--- src/common/fpc_pkg.sv ---
// Constants, types and pin bundles for the flash protect and power host controller.
`default_nettype none

package fpc_pkg;

    localparam int ADDR_W = 20;
    localparam int DATA_W = 16;
    localparam int CNT_W = 8;

    // Timing figures in nanoseconds; plain defaults for the attached part.
    localparam int CLK_PERIOD_NS = 100;
    localparam int RECOVERY_NS = 1000;
    localparam int ACCESS_NS = 200;
    localparam int WE_PULSE_NS = 100;
    // Least times round up to whole clock cycles.
    localparam logic [CNT_W-1:0] REC_CYC =
        CNT_W'((RECOVERY_NS + CLK_PERIOD_NS - 1) / CLK_PERIOD_NS);
    localparam logic [CNT_W-1:0] ACC_CYC =
        CNT_W'((ACCESS_NS + CLK_PERIOD_NS - 1) / CLK_PERIOD_NS);
    localparam logic [CNT_W-1:0] WE_CYC =
        CNT_W'((WE_PULSE_NS + CLK_PERIOD_NS - 1) / CLK_PERIOD_NS);

    // Flash command codes.
    localparam logic [DATA_W-1:0] CMD_READ_ARRAY = 16'h00FF;
    localparam logic [DATA_W-1:0] CMD_PROGRAM = 16'h0040;
    localparam logic [DATA_W-1:0] CMD_ERASE = 16'h0020;
    localparam logic [DATA_W-1:0] CMD_CONFIRM = 16'h00D0;
    localparam logic [DATA_W-1:0] CMD_READ_STATUS = 16'h0070;
    localparam logic [DATA_W-1:0] CMD_CLEAR_STATUS = 16'h0050;

    // Status bit positions.
    localparam int SR_READY_BIT = 7;
    localparam int SR_SUPPLY_FAULT_BIT = 3;

    localparam logic [2:0] PH_POLL = 3'h2;

    typedef enum logic [2:0] {
        OP_READ, OP_PROGRAM, OP_ERASE, OP_STATUS, OP_CLEAR, OP_SLEEP
    } fpc_op_e;

    typedef enum logic [1:0] {ACT_WR, ACT_RD, ACT_END} fpc_act_e;

    typedef enum logic [2:0] {
        S_RECOVER, S_IDLE, S_DISP, S_WR_SET, S_WR_LO, S_WR_HI, S_RD
    } fpc_state_e;

    typedef struct packed {
        fpc_op_e op;
        logic [ADDR_W-1:0] addr;
        logic [DATA_W-1:0] wdata;
    } fpc_req_s;

    typedef struct packed {
        logic ce_n;
        logic oe_n;
        logic we_n;
        logic wp_n;
        logic reset_powerdown_n;
        logic vpp_en;
    } fpc_ctl_s;

endpackage : fpc_pkg

`default_nettype wire

--- src/verilog/fpc_host.sv ---
// Host-side controller that sequences commands, power-down and recovery on a word-wide flash.
`default_nettype none

module fpc_host
    import fpc_pkg::*;
(
    input wire logic REF_CLK,
    input wire logic RST_B,
    input wire logic REQ_VALID,
    input wire fpc_req_s REQ,
    output logic REQ_READY,
    output logic RSP_VALID,
    output logic [DATA_W-1:0] RSP_DATA,
    output logic [DATA_W-1:0] RSP_STATUS,
    output logic RSP_SUPPLY_FAULT,
    input wire logic WRITE_PROTECT,
    input wire logic PROG_SUPPLY_EN,
    output var fpc_ctl_s FLASH_CTL,
    output logic [ADDR_W-1:0] FLASH_ADDR,
    output logic [DATA_W-1:0] FLASH_DQ_O,
    output logic FLASH_DQ_OE_N,
    input wire logic [DATA_W-1:0] FLASH_DQ_I
);

    typedef struct packed {
        fpc_state_e st;
        fpc_op_e op;
        logic pend;
        logic [2:0] phase;
        logic [CNT_W-1:0] cnt;
        logic [DATA_W-1:0] wdata;
        logic [DATA_W-1:0] rdata;
        logic [DATA_W-1:0] status;
        logic ready;
        logic rsp_valid;
        fpc_ctl_s ctl;
        logic [ADDR_W-1:0] addr;
        logic [DATA_W-1:0] dq_o;
        logic dq_oe_n;
    } fpc_core_s;

    // ------------------------------------------------------------------
    // Reset state
    // ------------------------------------------------------------------
    // Flash reset is held low while the host is in reset, so the flash
    // always comes back in read-array mode together with the host.
    localparam fpc_core_s CORE_RESET = '{
        st: S_RECOVER, op: OP_READ, pend: 1'b0, phase: 3'h0, cnt: '0,
        wdata: '0, rdata: '0, status: '0, ready: 1'b0, rsp_valid: 1'b0,
        ctl: '{ce_n: 1'b1, oe_n: 1'b1, we_n: 1'b1, wp_n: 1'b0, reset_powerdown_n: 1'b0,
               vpp_en: 1'b0},
        addr: '0, dq_o: '0, dq_oe_n: 1'b1};

    fpc_core_s core_reg;
    fpc_core_s core_next;
    fpc_act_e act;
    logic [DATA_W-1:0] act_data;

    // ------------------------------------------------------------------
    // Command sequences
    // ------------------------------------------------------------------
    // Each operation is a short list of bus cycles; phase selects the step.
    always_comb begin
        act = ACT_END;
        act_data = CMD_READ_ARRAY;
        case (core_reg.op)
            OP_READ: begin
                if (core_reg.phase == 3'h0) begin
                    act = ACT_RD;
                end
            end
            OP_PROGRAM, OP_ERASE: begin
                case (core_reg.phase)
                    3'h0: begin
                        act = ACT_WR;
                        act_data = (core_reg.op == OP_PROGRAM) ? CMD_PROGRAM : CMD_ERASE;
                    end
                    3'h1: begin
                        act = ACT_WR;
                        act_data = (core_reg.op == OP_PROGRAM) ? core_reg.wdata : CMD_CONFIRM;
                    end
                    PH_POLL: begin
                        act = ACT_RD;
                    end
                    3'h3: begin
                        // The flash is put back in read-array mode before the job ends.
                        act = ACT_WR;
                        act_data = CMD_READ_ARRAY;
                    end
                    default: begin
                        act = ACT_END;
                    end
                endcase
            end
            OP_STATUS: begin
                case (core_reg.phase)
                    3'h0: begin
                        act = ACT_WR;
                        act_data = CMD_READ_STATUS;
                    end
                    3'h1: begin
                        act = ACT_RD;
                    end
                    3'h2: begin
                        act = ACT_WR;
                        act_data = CMD_READ_ARRAY;
                    end
                    default: begin
                        act = ACT_END;
                    end
                endcase
            end
            OP_CLEAR: begin
                if (core_reg.phase == 3'h0) begin
                    act = ACT_WR;
                    act_data = CMD_CLEAR_STATUS;
                end
            end
            default: begin
                act = ACT_END;
            end
        endcase
    end

    // ------------------------------------------------------------------
    // Next state
    // ------------------------------------------------------------------
    always_comb begin
        core_next = core_reg;
        core_next.rsp_valid = 1'b0;
        core_next.ctl.wp_n = ~WRITE_PROTECT;
        core_next.ctl.vpp_en = PROG_SUPPLY_EN;
        case (core_reg.st)
            S_RECOVER: begin
                // No read is started until the flash has had its recovery time.
                core_next.ctl.reset_powerdown_n = 1'b1;
                if (core_reg.cnt == REC_CYC) begin
                    core_next.cnt = '0;
                    core_next.st = core_reg.pend ? S_DISP : S_IDLE;
                    core_next.pend = 1'b0;
                end else begin
                    core_next.cnt = core_reg.cnt + 1'b1;
                end
            end
            S_IDLE: begin
                if (REQ_VALID) begin
                    core_next.op = REQ.op;
                    core_next.addr = REQ.addr;
                    core_next.wdata = REQ.wdata;
                    core_next.phase = 3'h0;
                    if (REQ.op == OP_SLEEP) begin
                        core_next.ctl.reset_powerdown_n = 1'b0;
                        core_next.rsp_valid = 1'b1;
                    end else if (!core_reg.ctl.reset_powerdown_n) begin
                        core_next.ctl.reset_powerdown_n = 1'b1;
                        core_next.pend = 1'b1;
                        core_next.cnt = '0;
                        core_next.st = S_RECOVER;
                    end else begin
                        core_next.st = S_DISP;
                    end
                end
            end
            S_DISP: begin
                core_next.cnt = '0;
                case (act)
                    ACT_WR: begin
                        core_next.ctl.ce_n = 1'b0;
                        core_next.dq_o = act_data;
                        core_next.dq_oe_n = 1'b0;
                        core_next.st = S_WR_SET;
                    end
                    ACT_RD: begin
                        core_next.ctl.ce_n = 1'b0;
                        core_next.ctl.oe_n = 1'b0;
                        core_next.st = S_RD;
                    end
                    default: begin
                        core_next.rsp_valid = 1'b1;
                        core_next.st = S_IDLE;
                    end
                endcase
            end
            S_WR_SET: begin
                // Strobe falls only once select is already low.
                core_next.ctl.we_n = 1'b0;
                core_next.cnt = 8'h01;
                core_next.st = S_WR_LO;
            end
            S_WR_LO: begin
                if (core_reg.cnt >= WE_CYC) begin
                    core_next.ctl.we_n = 1'b1;
                    core_next.st = S_WR_HI;
                end else begin
                    core_next.cnt = core_reg.cnt + 1'b1;
                end
            end
            S_WR_HI: begin
                // Select rises a cycle after the strobe, so data holds past it.
                core_next.ctl.ce_n = 1'b1;
                core_next.dq_oe_n = 1'b1;
                core_next.phase = core_reg.phase + 1'b1;
                core_next.st = S_DISP;
            end
            S_RD: begin
                if (core_reg.cnt + 1'b1 >= ACC_CYC) begin
                    core_next.ctl.ce_n = 1'b1;
                    core_next.ctl.oe_n = 1'b1;
                    core_next.rdata = FLASH_DQ_I;
                    core_next.st = S_DISP;
                    core_next.phase = core_reg.phase + 1'b1;
                    if (core_reg.op != OP_READ) begin
                        core_next.status = FLASH_DQ_I;
                    end
                    if ((core_reg.op == OP_PROGRAM || core_reg.op == OP_ERASE) &&
                        !FLASH_DQ_I[SR_READY_BIT]) begin
                        core_next.phase = core_reg.phase;
                    end
                end else begin
                    core_next.cnt = core_reg.cnt + 1'b1;
                end
            end
            default: begin
                core_next.st = S_IDLE;
            end
        endcase
        core_next.ready = (core_next.st == S_IDLE);
    end

    always_ff @(posedge REF_CLK or negedge RST_B) begin
        if (!RST_B) begin
            core_reg <= CORE_RESET;
        end else begin
            core_reg <= core_next;
        end
    end

    assign REQ_READY = core_reg.ready;
    assign RSP_VALID = core_reg.rsp_valid;
    assign RSP_DATA = core_reg.rdata;
    assign RSP_STATUS = core_reg.status;
    assign RSP_SUPPLY_FAULT = core_reg.status[SR_SUPPLY_FAULT_BIT];
    assign FLASH_CTL = core_reg.ctl;
    assign FLASH_ADDR = core_reg.addr;
    assign FLASH_DQ_O = core_reg.dq_o;
    assign FLASH_DQ_OE_N = core_reg.dq_oe_n;

    // ------------------------------------------------------------------
    // Checks
    // ------------------------------------------------------------------
    logic [CNT_W-1:0] since_wake;
    logic [DATA_W-1:0] last_cmd;

    always_ff @(posedge REF_CLK or negedge RST_B) begin
        if (!RST_B) begin
            since_wake <= '0;
            last_cmd <= '0;
        end else begin
            if (!core_reg.ctl.reset_powerdown_n) begin
                since_wake <= '0;
            end else if (since_wake != 8'hFF) begin
                since_wake <= since_wake + 1'b1;
            end
            if (core_reg.ctl.we_n && !core_next.ctl.we_n) begin
                last_cmd <= core_reg.dq_o;
            end
        end
    end

    a_recovery_wait: assert property (@(posedge REF_CLK) disable iff (!RST_B)
        !core_reg.ctl.oe_n |-> since_wake >= REC_CYC)
        else $error("Read started before flash recovery time.");
    a_strobe_select: assert property (@(posedge REF_CLK) disable iff (!RST_B)
        !core_reg.ctl.we_n |-> !core_reg.ctl.ce_n && core_reg.ctl.oe_n)
        else $error("Write strobe low without select or with output enable.");
    a_strobe_length: assert property (@(posedge REF_CLK) disable iff (!RST_B)
        $fell(core_reg.ctl.we_n) |-> !core_reg.dq_oe_n throughout
            (!core_reg.ctl.we_n [*1] ##1 core_reg.ctl.we_n))
        else $error("Write data not driven across the strobe.");
    a_read_array_after: assert property (@(posedge REF_CLK) disable iff (!RST_B)
        core_reg.rsp_valid && (core_reg.op == OP_PROGRAM || core_reg.op == OP_ERASE)
            |-> last_cmd == CMD_READ_ARRAY)
        else $error("Program or erase ended without read-array command.");
    a_reset_powerdown: assert property (@(posedge REF_CLK) disable iff (!RST_B)
        !$past(RST_B) |-> !core_reg.ctl.reset_powerdown_n ##1 core_reg.ctl.reset_powerdown_n)
        else $error("Flash reset did not follow host reset.");

    c_program_done: cover property (@(posedge REF_CLK) disable iff (!RST_B)
        core_reg.rsp_valid && core_reg.op == OP_PROGRAM);
    c_erase_poll: cover property (@(posedge REF_CLK) disable iff (!RST_B)
        core_reg.st == S_RD && core_next.st == S_DISP && core_reg.op == OP_ERASE &&
            core_next.phase == PH_POLL);
    c_sleep_wake: cover property (@(posedge REF_CLK) disable iff (!RST_B)
        core_reg.st == S_RECOVER && core_reg.pend);

endmodule : fpc_host

`default_nettype wire

--- config.mk ---
export PLATFORM = sky130hd
export DESIGN_NAME = fpc_host
export DESIGN_NICKNAME = d
export VERILOG_FILES = /design/src/common/fpc_pkg.sv /design/src/verilog/fpc_host.sv
export SDC_FILE = /design/constraint.sdc
export NUM_CORES = 1
export LEC_CHECK = 0
export BUFFER_PORTS_ARGS = -buffer_cell sky130_fd_sc_hd__buf_2
export CELL_PAD_IN_SITES_DETAIL_PLACEMENT = 1
export CELL_PAD_IN_SITES_GLOBAL_PLACEMENT = 1
export CORE_ASPECT_RATIO = 1.75
export CORE_MARGIN = 3
export CORE_UTILIZATION = 43
export CTS_BUF_LIST = sky130_fd_sc_hd__clkbuf_4
export CTS_CLUSTER_SIZE = 20
export DETAILED_ROUTE_END_ITERATION = 12
export PLACE_DENSITY_LB_ADDON = 0.1
export SYNTH_ARGS = -nofsm -noshare
export SYNTH_HDL_FRONTEND = slang
export SYNTH_SLANG_ARGS = --single-unit
--- constraint.sdc ---
create_clock -name REF_CLK -period 3.09 [get_ports REF_CLK]
set_input_delay 0.1545 -clock REF_CLK [delete_from_list [all_inputs] [get_ports REF_CLK]]
set_output_delay 0.1545 -clock REF_CLK [all_outputs]
set_load 0.02 [all_outputs]
==> results of run 1 <==
==> worst max path at each step <==
stage,slack [ps],from,cells past startpoint,end
after floorplan,590,core_reg[93],9,RSP_STATUS[0]
after global placement,650,core_reg[93],7,RSP_STATUS[10]
after detailed placement,560,core_reg[93],7,core_reg[103]
after CTS,520,core_reg[93],7,core_reg[103]
after global routing,370,core_reg[93],8,core_reg[98]
final,510,core_reg[93],7,core_reg[103]
==> report_power, final <==
part / internal (uW) / switching (uW) / total [uW]
clock: 173 / 500 / 673
sequential: 2050 / 421 / 2470
combinational: 1250 / 1690 / 2950
total: 3480 / 2610 / 6090
==> through the flow <==
stage | area [um2] | hold WS (ps)
global placement | 6010 | 262
CTS | 6720 | 62.4
finish | 6720 | 94.7
global route | 6720 | 62.8
detailed placement | 6010 | 264
floorplan | 5720 | -141
==> logic make-up (layout without fill, tap and decap cells) <==
group | Yosys count | in the layout
multiplexers | 79 | 79
flip-flops | 111 | 111
buffers and inverters | 110 | 231
adder cells (fa/ha/maj) | 10 | 10
AO/OA/AOI/OAI | 82 | 82
AND/OR/NAND/NOR | 118 | 118
other | 0 | 1
XOR/XNOR | 2 | 2
==> placed cells by master (no fill, tap or decap), types with 2 or more instances in the layout <==
| cell | instances |
|---|---|
| a21oi_1 | 15 |
| nor3_1 | 8 |
| nand4_1 | 2 |
| o31ai_1 | 2 |
| a31oi_1 | 3 |
| dfstp_2 | 4 |
| ha_1 | 10 |
| clkinvlp_4 | 3 |
| or3_1 | 2 |
| mux2_4 | 10 |
| buf_4 | 9 |
| nor3b_1 | 2 |
| and3b_1 | 2 |
| nand3b_1 | 3 |
| nor4_1 | 4 |
| a211oi_1 | 2 |
| a21o_1 | 3 |
| mux2_2 | 65 |
| dlygate4sd3_1 | 58 |
| o21ai_0 | 37 |
| and3_1 | 3 |
| o22ai_1 | 2 |
| buf_2 | 136 |
| nand2_1 | 38 |
| o41ai_1 | 2 |
| mux2i_1 | 4 |
| dfrtp_1 | 107 |
| inv_1 | 12 |
| nand2b_1 | 6 |
| nor2b_1 | 4 |
| nor2_1 | 23 |
| nor4b_1 | 2 |
| inv_6 | 2 |
| nand3_1 | 10 |
| clkbuf_4 | 9 |
==> worst register-to-register path, cell delays in order, from the launching register on <==
cell	delay, ps
dfrtp_1	530
inv_1	130
ha_1	350
or4_4	550
o21ai_0	200
o31ai_1	160
o21a_1	280
mux2_2	290
==> final cells by class <==
type / count / area (um2)
Tap cell: 171 / 214
Multi-Input combinational cell: 291 / 2200
Timing Repair Buffer: 204 / 1350
Clock inverter: 6 / 56.3
Inverter: 12 / 45.0
Clock buffer: 9 / 67.6
Sequential cell: 111 / 2780
Fill cell: 1414 / 6280
Antenna cell: 1 / 2.50
==> per-layer routing <==
| layer | share of wire [%] | track usage [%] |
|---|---|---|
| met1 | 35 | 20.3 |
| met3 | 3.3 | 3.45 |
| met2 | 59 | 39.5 |
| met4 | 2.7 | 7.97 |
| met5 | 0 | 0 |
==> summary.md, run 1 <==
| Metric | Value |
|---|---|
| # rows | 55 |
| First-pass GRT wire length | 23000 um |
| Simple-gate area share of the yosys netlist | 10.6% |
| Largest net degree at the start of global routing | 60 |
| Critical path required time | 3460 ps |
| Post-synth top area share | 46.8% |
| Hold endpoint | core_reg[109] |
| DR iter-0 viols | 127 |
| Final Slew Violations | 0 |
| Status | finished clean |
| Fraction of the mapped netlist area in adder cells | 2.19% |
| Final Power | 6090 uW |
| Grt ovf | 0 |
| Die width | 93.2 um |
| Worst Max-Slew Pin Slew | 1010 ps |
| WL per Instance | 18.1 um |
| Core Footprint | 13000 um2 |
| Crit start category | flop |
| Reported max-cap violation count | 0 |
| Synth Warn # | 0 |
| CTS HTree Levels | 3 |
| Clock slew at reported path FFs | 160 ps |
| Reg-to-Reg End | core_reg[103] |
| Setup TNS | 0 ps |
| Critical Path End Type | flop |
| P per Cell Area | 906 nW/um2 |
| Slack of the worst reg-to-reg path | 510 ps |
| Mean Syn Cell Area | 11.2 um2 |
| Vert. Die Dim | 159 um |
| Worst Path Max Fanout | 9 |
| Clock latency on the worst-skew pair | 460 ps |
| GRT Total Usage | 20.0% |
| Initial antenna violation count | 1 |
| Post-CTS setup repair buffer count | 0 |
| Setup CP Type | flop to flop |
| CP Buf/Inv Count | 1 |
| Worst hold path depth | 3 |
| Vias in the first global route | 4427 |
| Worst slack, placed | 562 ps |
| Post-DP HPWL | 10300 um |
| RSZ-0062 raised after global routing | false |
| Leakage | 0.00314 uW |
| CTS hold repair buffers | 58 |
| Clock Path Buffers | 2 |
| R2R depth | 7 |
| Nets | 699 |
| Min-Delay Path Class | input port to flop |
| HP Start | REQ_VALID |
| TritonCTS sink count | 111 |
| Main synth FF type | dfrtp_1 |
| FMAX | 388 MHz |
| Routed WL | 14600 um |
| CTS tree | yes |
| Worst r2r src | core_reg[93] |
| Max incr delay on CP | 550 ps |
| Cts repair resizes | 0 |
| ANT nets after route | 0 |
| Fin crit share | 83.4% |
| XOR/XNOR Fraction of Synth Area | 0.306% |
| Worst path cell trace | inv_1, ha_1, or4_4, o21ai_0, o31ai_1, o21a_1, mux2_2 |
| Combinational family with the most area after synthesis | multiplexers |
| Share of layout cells above drive strength 1 | 39.3% |
| Starting Density | 44.0% |
| Final Skew | 20.8 ps |
| Multiplexer area fraction after synthesis | 16.1% |
| DRT Pass-1 Iters | 4 |
| Routed via count | 4146 |
| CP top delay family | compound AO/OA/AOI/OAI gates |
| Seq/Total Area, Yosys | 48.6% |
| CP arrival | 2940 ps |
| Die area | 14800 um2 |
| Placed cell count | 731 |
| Minimum clock period | 2580 ps |
| Area leader, netlist | dfrtp_1 |
| Final hold vios | 0 |
| Complex-gate fraction of the synthesized area | 9.27% |
| Final Setup Violations | 0 |
| Number of flops mapped to enable cells by yosys | 0 |
| Unique masters post-synth | 61 |
| Routability cong. | 0.825 |
| Setup ws final | 512 ps |
| Fin cells | 805 |
| I/O pin cnt | 138 |
| Number of buffers added on ports | 137 |
| Synth top area cells | dfrtp_1, mux2_2, buf_4 |
| CTS Root Cell | clkbuf_4 |
| Residual DRC | 0 |
| VDD IR max | 0.401 mV |
| Post-Syn Area | 5720 um2 |
| Fraction of registers with async set/reset | 100% |
| Post-layout util | 51.7% |
| Largest register FFs | 34 |
| DR vias/cell | 5.15 |
| CTS Buf Count | 9 |
| Net count of the mapped netlist | 582 |
| Relative slew slack | 32.1% |
| Yosys reg bits | 111 |
| Top-count cell post-synth | dfrtp_1 |
| Synth top cells by count | dfrtp_1, buf_4, mux2_2 |
| Post-Synthesis Cells | 512 |
| Slowest cell on crit path | or4_4 |
| Layout Area Growth over Synthesis | 17.5% |
Note: power is estimated with default switching activity, not from simulation.
==> run 2, diff against run 1 <==
--- a/config.mk
+++ b/config.mk
@@ -10,7 +10,7 @@
 export CELL_PAD_IN_SITES_GLOBAL_PLACEMENT = 1
 export CORE_ASPECT_RATIO = 1.75
 export CORE_MARGIN = 3
-export CORE_UTILIZATION = 43
+export CORE_UTILIZATION = 39
 export CTS_BUF_LIST = sky130_fd_sc_hd__clkbuf_4
 export CTS_CLUSTER_SIZE = 20
 export DETAILED_ROUTE_END_ITERATION = 12
==> constraint.sdc (replaced) <==
create_clock -name REF_CLK -period 2.2 [get_ports REF_CLK]
set_input_delay 0.11 -clock REF_CLK [delete_from_list [all_inputs] [get_ports REF_CLK]]
set_output_delay 0.11 -clock REF_CLK [all_outputs]
set_load 0.02 [all_outputs]
==> run 2 against run 1 <==
The flow now finishes with violations (negative setup slack); count of clock-buffer cells in the layout rose by 1; cell area rose by 7.0%; critical path depth rose by 1; total power rose by 49%; highest routed layer unchanged; sequential power rose by 38%; global-route usage fell by 0.89 points; clock skew rose by 5.5 ps; core utilization fell by 1.6 points.
==> summary.md, run 2 (synthesized netlist as in run 1, its figures left out) <==
| Metric | Value |
|---|---|
| FMAX | 449 MHz (was 388 MHz) |
| Number of buffers added on ports | 137 (unchanged) |
| Starting Density | 39.8% (was 44.0%) |
| Minimum clock period | 2230 ps (was 2580 ps) |
| P per Cell Area | 1270 nW/um2 (was 906 nW/um2) |
| Routed WL | 15100 um (was 14600 um) |
| Largest register FFs | 34 (unchanged) |
| Nets | 736 (was 699) |
| Commonest non-fill, non-tap cell in the layout | buf_2 (unchanged) |
| CTS HTree Levels | 3 (unchanged) |
| Vert. Die Dim | 166 um (was 159 um) |
| Relative slew slack | 62.4% (was 32.1%) |
| Reg-to-Reg End | RSP_STATUS[2] (was core_reg[103]) |
| Register area | 2790 um2 (was 2780 um2) |
| RSZ-0062 raised after global routing | true (was false) |
| Routed via count | 4278 (was 4146) |
| CP startpoint | core_reg[94] (was core_reg[93]) |
| Worst Path Max Fanout | 8 (was 9) |
| Fin crit share | 101% (was 83.4%) |
| Leakage | 0.00339 uW (was 0.00314 uW) |
| DR vias/cell | 5.02 (was 5.15) |
| Worst path cell trace | inv_4, ha_4, or4_4, o211ai_4, nand2_4, o31a_4, buf_12, mux2_4 (was inv_1, ha_1, or4_4, o21ai_0, o31ai_1, o21a_1, mux2_2) |
| VDD IR max | 0.528 mV (was 0.401 mV) |
| Initial antenna violation count | 1 (unchanged) |
| GRT Total Usage | 19.1% (was 20.0%) |
| Die area | 16200 um2 (was 14800 um2) |
| Vias in the first global route | 4743 (was 4427) |
| Clock Path Buffers | 2 (unchanged) |
| Largest net degree at the start of global routing | 43 (was 60) |
| Min-Delay Path Class | input port to asynchronous set/reset pin (was input port to flop) |
| TritonCTS sink count | 111 (unchanged) |
| # rows | 58 (was 55) |
| Die width | 97.6 um (was 93.2 um) |
| CTS tree | yes (unchanged) |
| Final hold vios | 0 (unchanged) |
| Grt ovf | 0 (unchanged) |
| I/O pin cnt | 138 (unchanged) |
| Reported max-cap violation count | 0 (unchanged) |
| Placed cell count | 769 (was 731) |
| Routability cong. | 0.811 (was 0.825) |
| Slowest cell on crit path | or4_4 (unchanged) |
| Post-DP HPWL | 10900 um (was 10300 um) |
| CTS Root Cell | clkbuf_4 (unchanged) |
| Final Setup Violations | 5 (was 0) |
| Critical Path End Type | flop (unchanged) |
| Layout Area Growth over Synthesis | 25.7% (was 17.5%) |
| Fillers | 1601 (was 1414) |
| Worst Max-Slew Pin Slew | 564 ps (was 1010 ps) |
| Failing checks | negative setup slack |
| Status | finished, violations left (was finished clean) |
| Most frequent cells in the layout | buf_2, dfrtp_1, mux2_2, dlygate4sd3_1, buf_4 (was buf_2, dfrtp_1, mux2_2, dlygate4sd3_1, nand2_1) |
| ANT nets after route | 0 (unchanged) |
| Crit start category | flop (unchanged) |
| Residual DRC | 0 (unchanged) |
| R2R depth | 8 (was 7) |
| Fin cells | 852 (was 805) |
| Cell Area, Placed | 6300 um2 (was 6010 um2) |
| DRT Pass-1 Iters | 4 (unchanged) |
| Final Skew | 26.2 ps (was 20.8 ps) |
| Final instance area | 7190 um2 (was 6720 um2) |
| Share of layout cells above drive strength 1 | 45.5% (was 39.3%) |
| Clock slew at reported path FFs | 180 ps (was 160 ps) |
| Setup ws final | -25.1 ps (was 512 ps) |
| Critical path required time | 2570 ps (was 3460 ps) |
| First-pass GRT wire length | 24700 um (was 23000 um) |
| Final Slew Violations | 0 (unchanged) |
| CP arrival | 2590 ps (was 2940 ps) |
| Clock latency on the worst-skew pair | 480 ps (was 460 ps) |
| Core Footprint | 14400 um2 (was 13000 um2) |
| Max incr delay on CP | 550 ps (about the same) |
| Multi-input gate area | 2300 um2 (was 2200 um2) |
| Slack of the worst reg-to-reg path | -30 ps (was 510 ps) |
| WL per Instance | 17.7 um (was 18.1 um) |
| CTS Buf Count | 9 (unchanged) |
| Worst r2r src | core_reg[94] (was core_reg[93]) |
| Setup CP Type | flop to flop (unchanged) |
| DR iter-0 viols | 103 (was 127) |
run 2: cell types whose count changed in the layout (fill, tap and decap cells not counted), moves of 3 or more:
| cell | previous run | this run |
|---|---|---|
| dfrtp_2 | 0 | 3 |
| inv_1 | 12 | 8 |
| inv_2 | 0 | 3 |
| ha_4 | 0 | 3 |
| dfrtp_1 | 107 | 104 |
| buf_12 | 1 | 6 |
| ha_1 | 10 | 5 |
| o21ai_0 | 37 | 34 |
| o21ai_1 | 0 | 3 |
| buf_4 | 9 | 39 |
run 2: cell type report:
type                       instances  area share (%)
sequential                       111            38.7
clock inverter                     6           0.887
clock buffer                      10            1.04
tap                              180            3.13
multi-input combinational        291            31.9
antenna                            1          0.0348
timing repair buffer             241            23.6
inverter                          12           0.661
run 2: worst max-delay path by stage:
stage | cells past startpoint | slack, ps | endpoint
2_1_floorplan | 9 | -140 | RSP_STATUS[0]
3_3_place_gp | 7 | -50 | RSP_STATUS[4]
3_5_place_dp | 7 | -100 | RSP_STATUS[5]
4_1_cts | 9 | -8 | RSP_STATUS[11]
5_1_grt | 9 | -90 | RSP_STATUS[11]
6_report | 8 | -30 | RSP_STATUS[2]
run 2: timing repair:
action | 4_1_cts | 5_1_grt
gates resized for setup | 7 | 16
gates cloned | 0 | 0
setup buffers | 6 | 1
endpoints found under the setup margin | 49 | 52
hold buffers | 59 | 0
pin swaps | 3 | 2
hold endpoints to repair | 109 | 0
run 2: per-layer routing:
layer	wire length (um)	GRT usage, %	up-vias
met4	460	7.11	0
li1	-	-	2019
met2	8780	37.2	90
met3	446	3.53	31
met5	0	0	-
met1	5430	19.8	2138
run 2: through the flow:
stage / hold WS (ps) / power [uW] / worst slack [ps] / TNS [ps] / util (%)
final: 128 / 9100 / -25.1 / -89.9 / 50.1
after global routing: 109 / 9800 / -90.6 / -1190 / 50.1
after CTS: 117 / 9160 / -7.57 / -16.5 / 49.6
after detailed placement: 141 / 7960 / -103 / -1860 / 43.9
after global placement: 150 / 7810 / -49.3 / -380 / 43.9
after floorplan: -186 / 7030 / -139 / -1390 / -
run 2: power breakdown:
group	switching (uW)	internal, uW
Sequential	531	2890
Combinational	2550	2110
Clock	744	277
Total	3830	5270
run 2: worst max-delay path: cells and delay by family (launching register included):
family,cells,cell delay (ps)
AND/OR/NAND/NOR,2,620
buffers and inverters,2,230
adder cells (fa/ha/maj),1,160
multiplexers,1,290
flip-flops,1,460
AO/OA/AOI/OAI,2,360
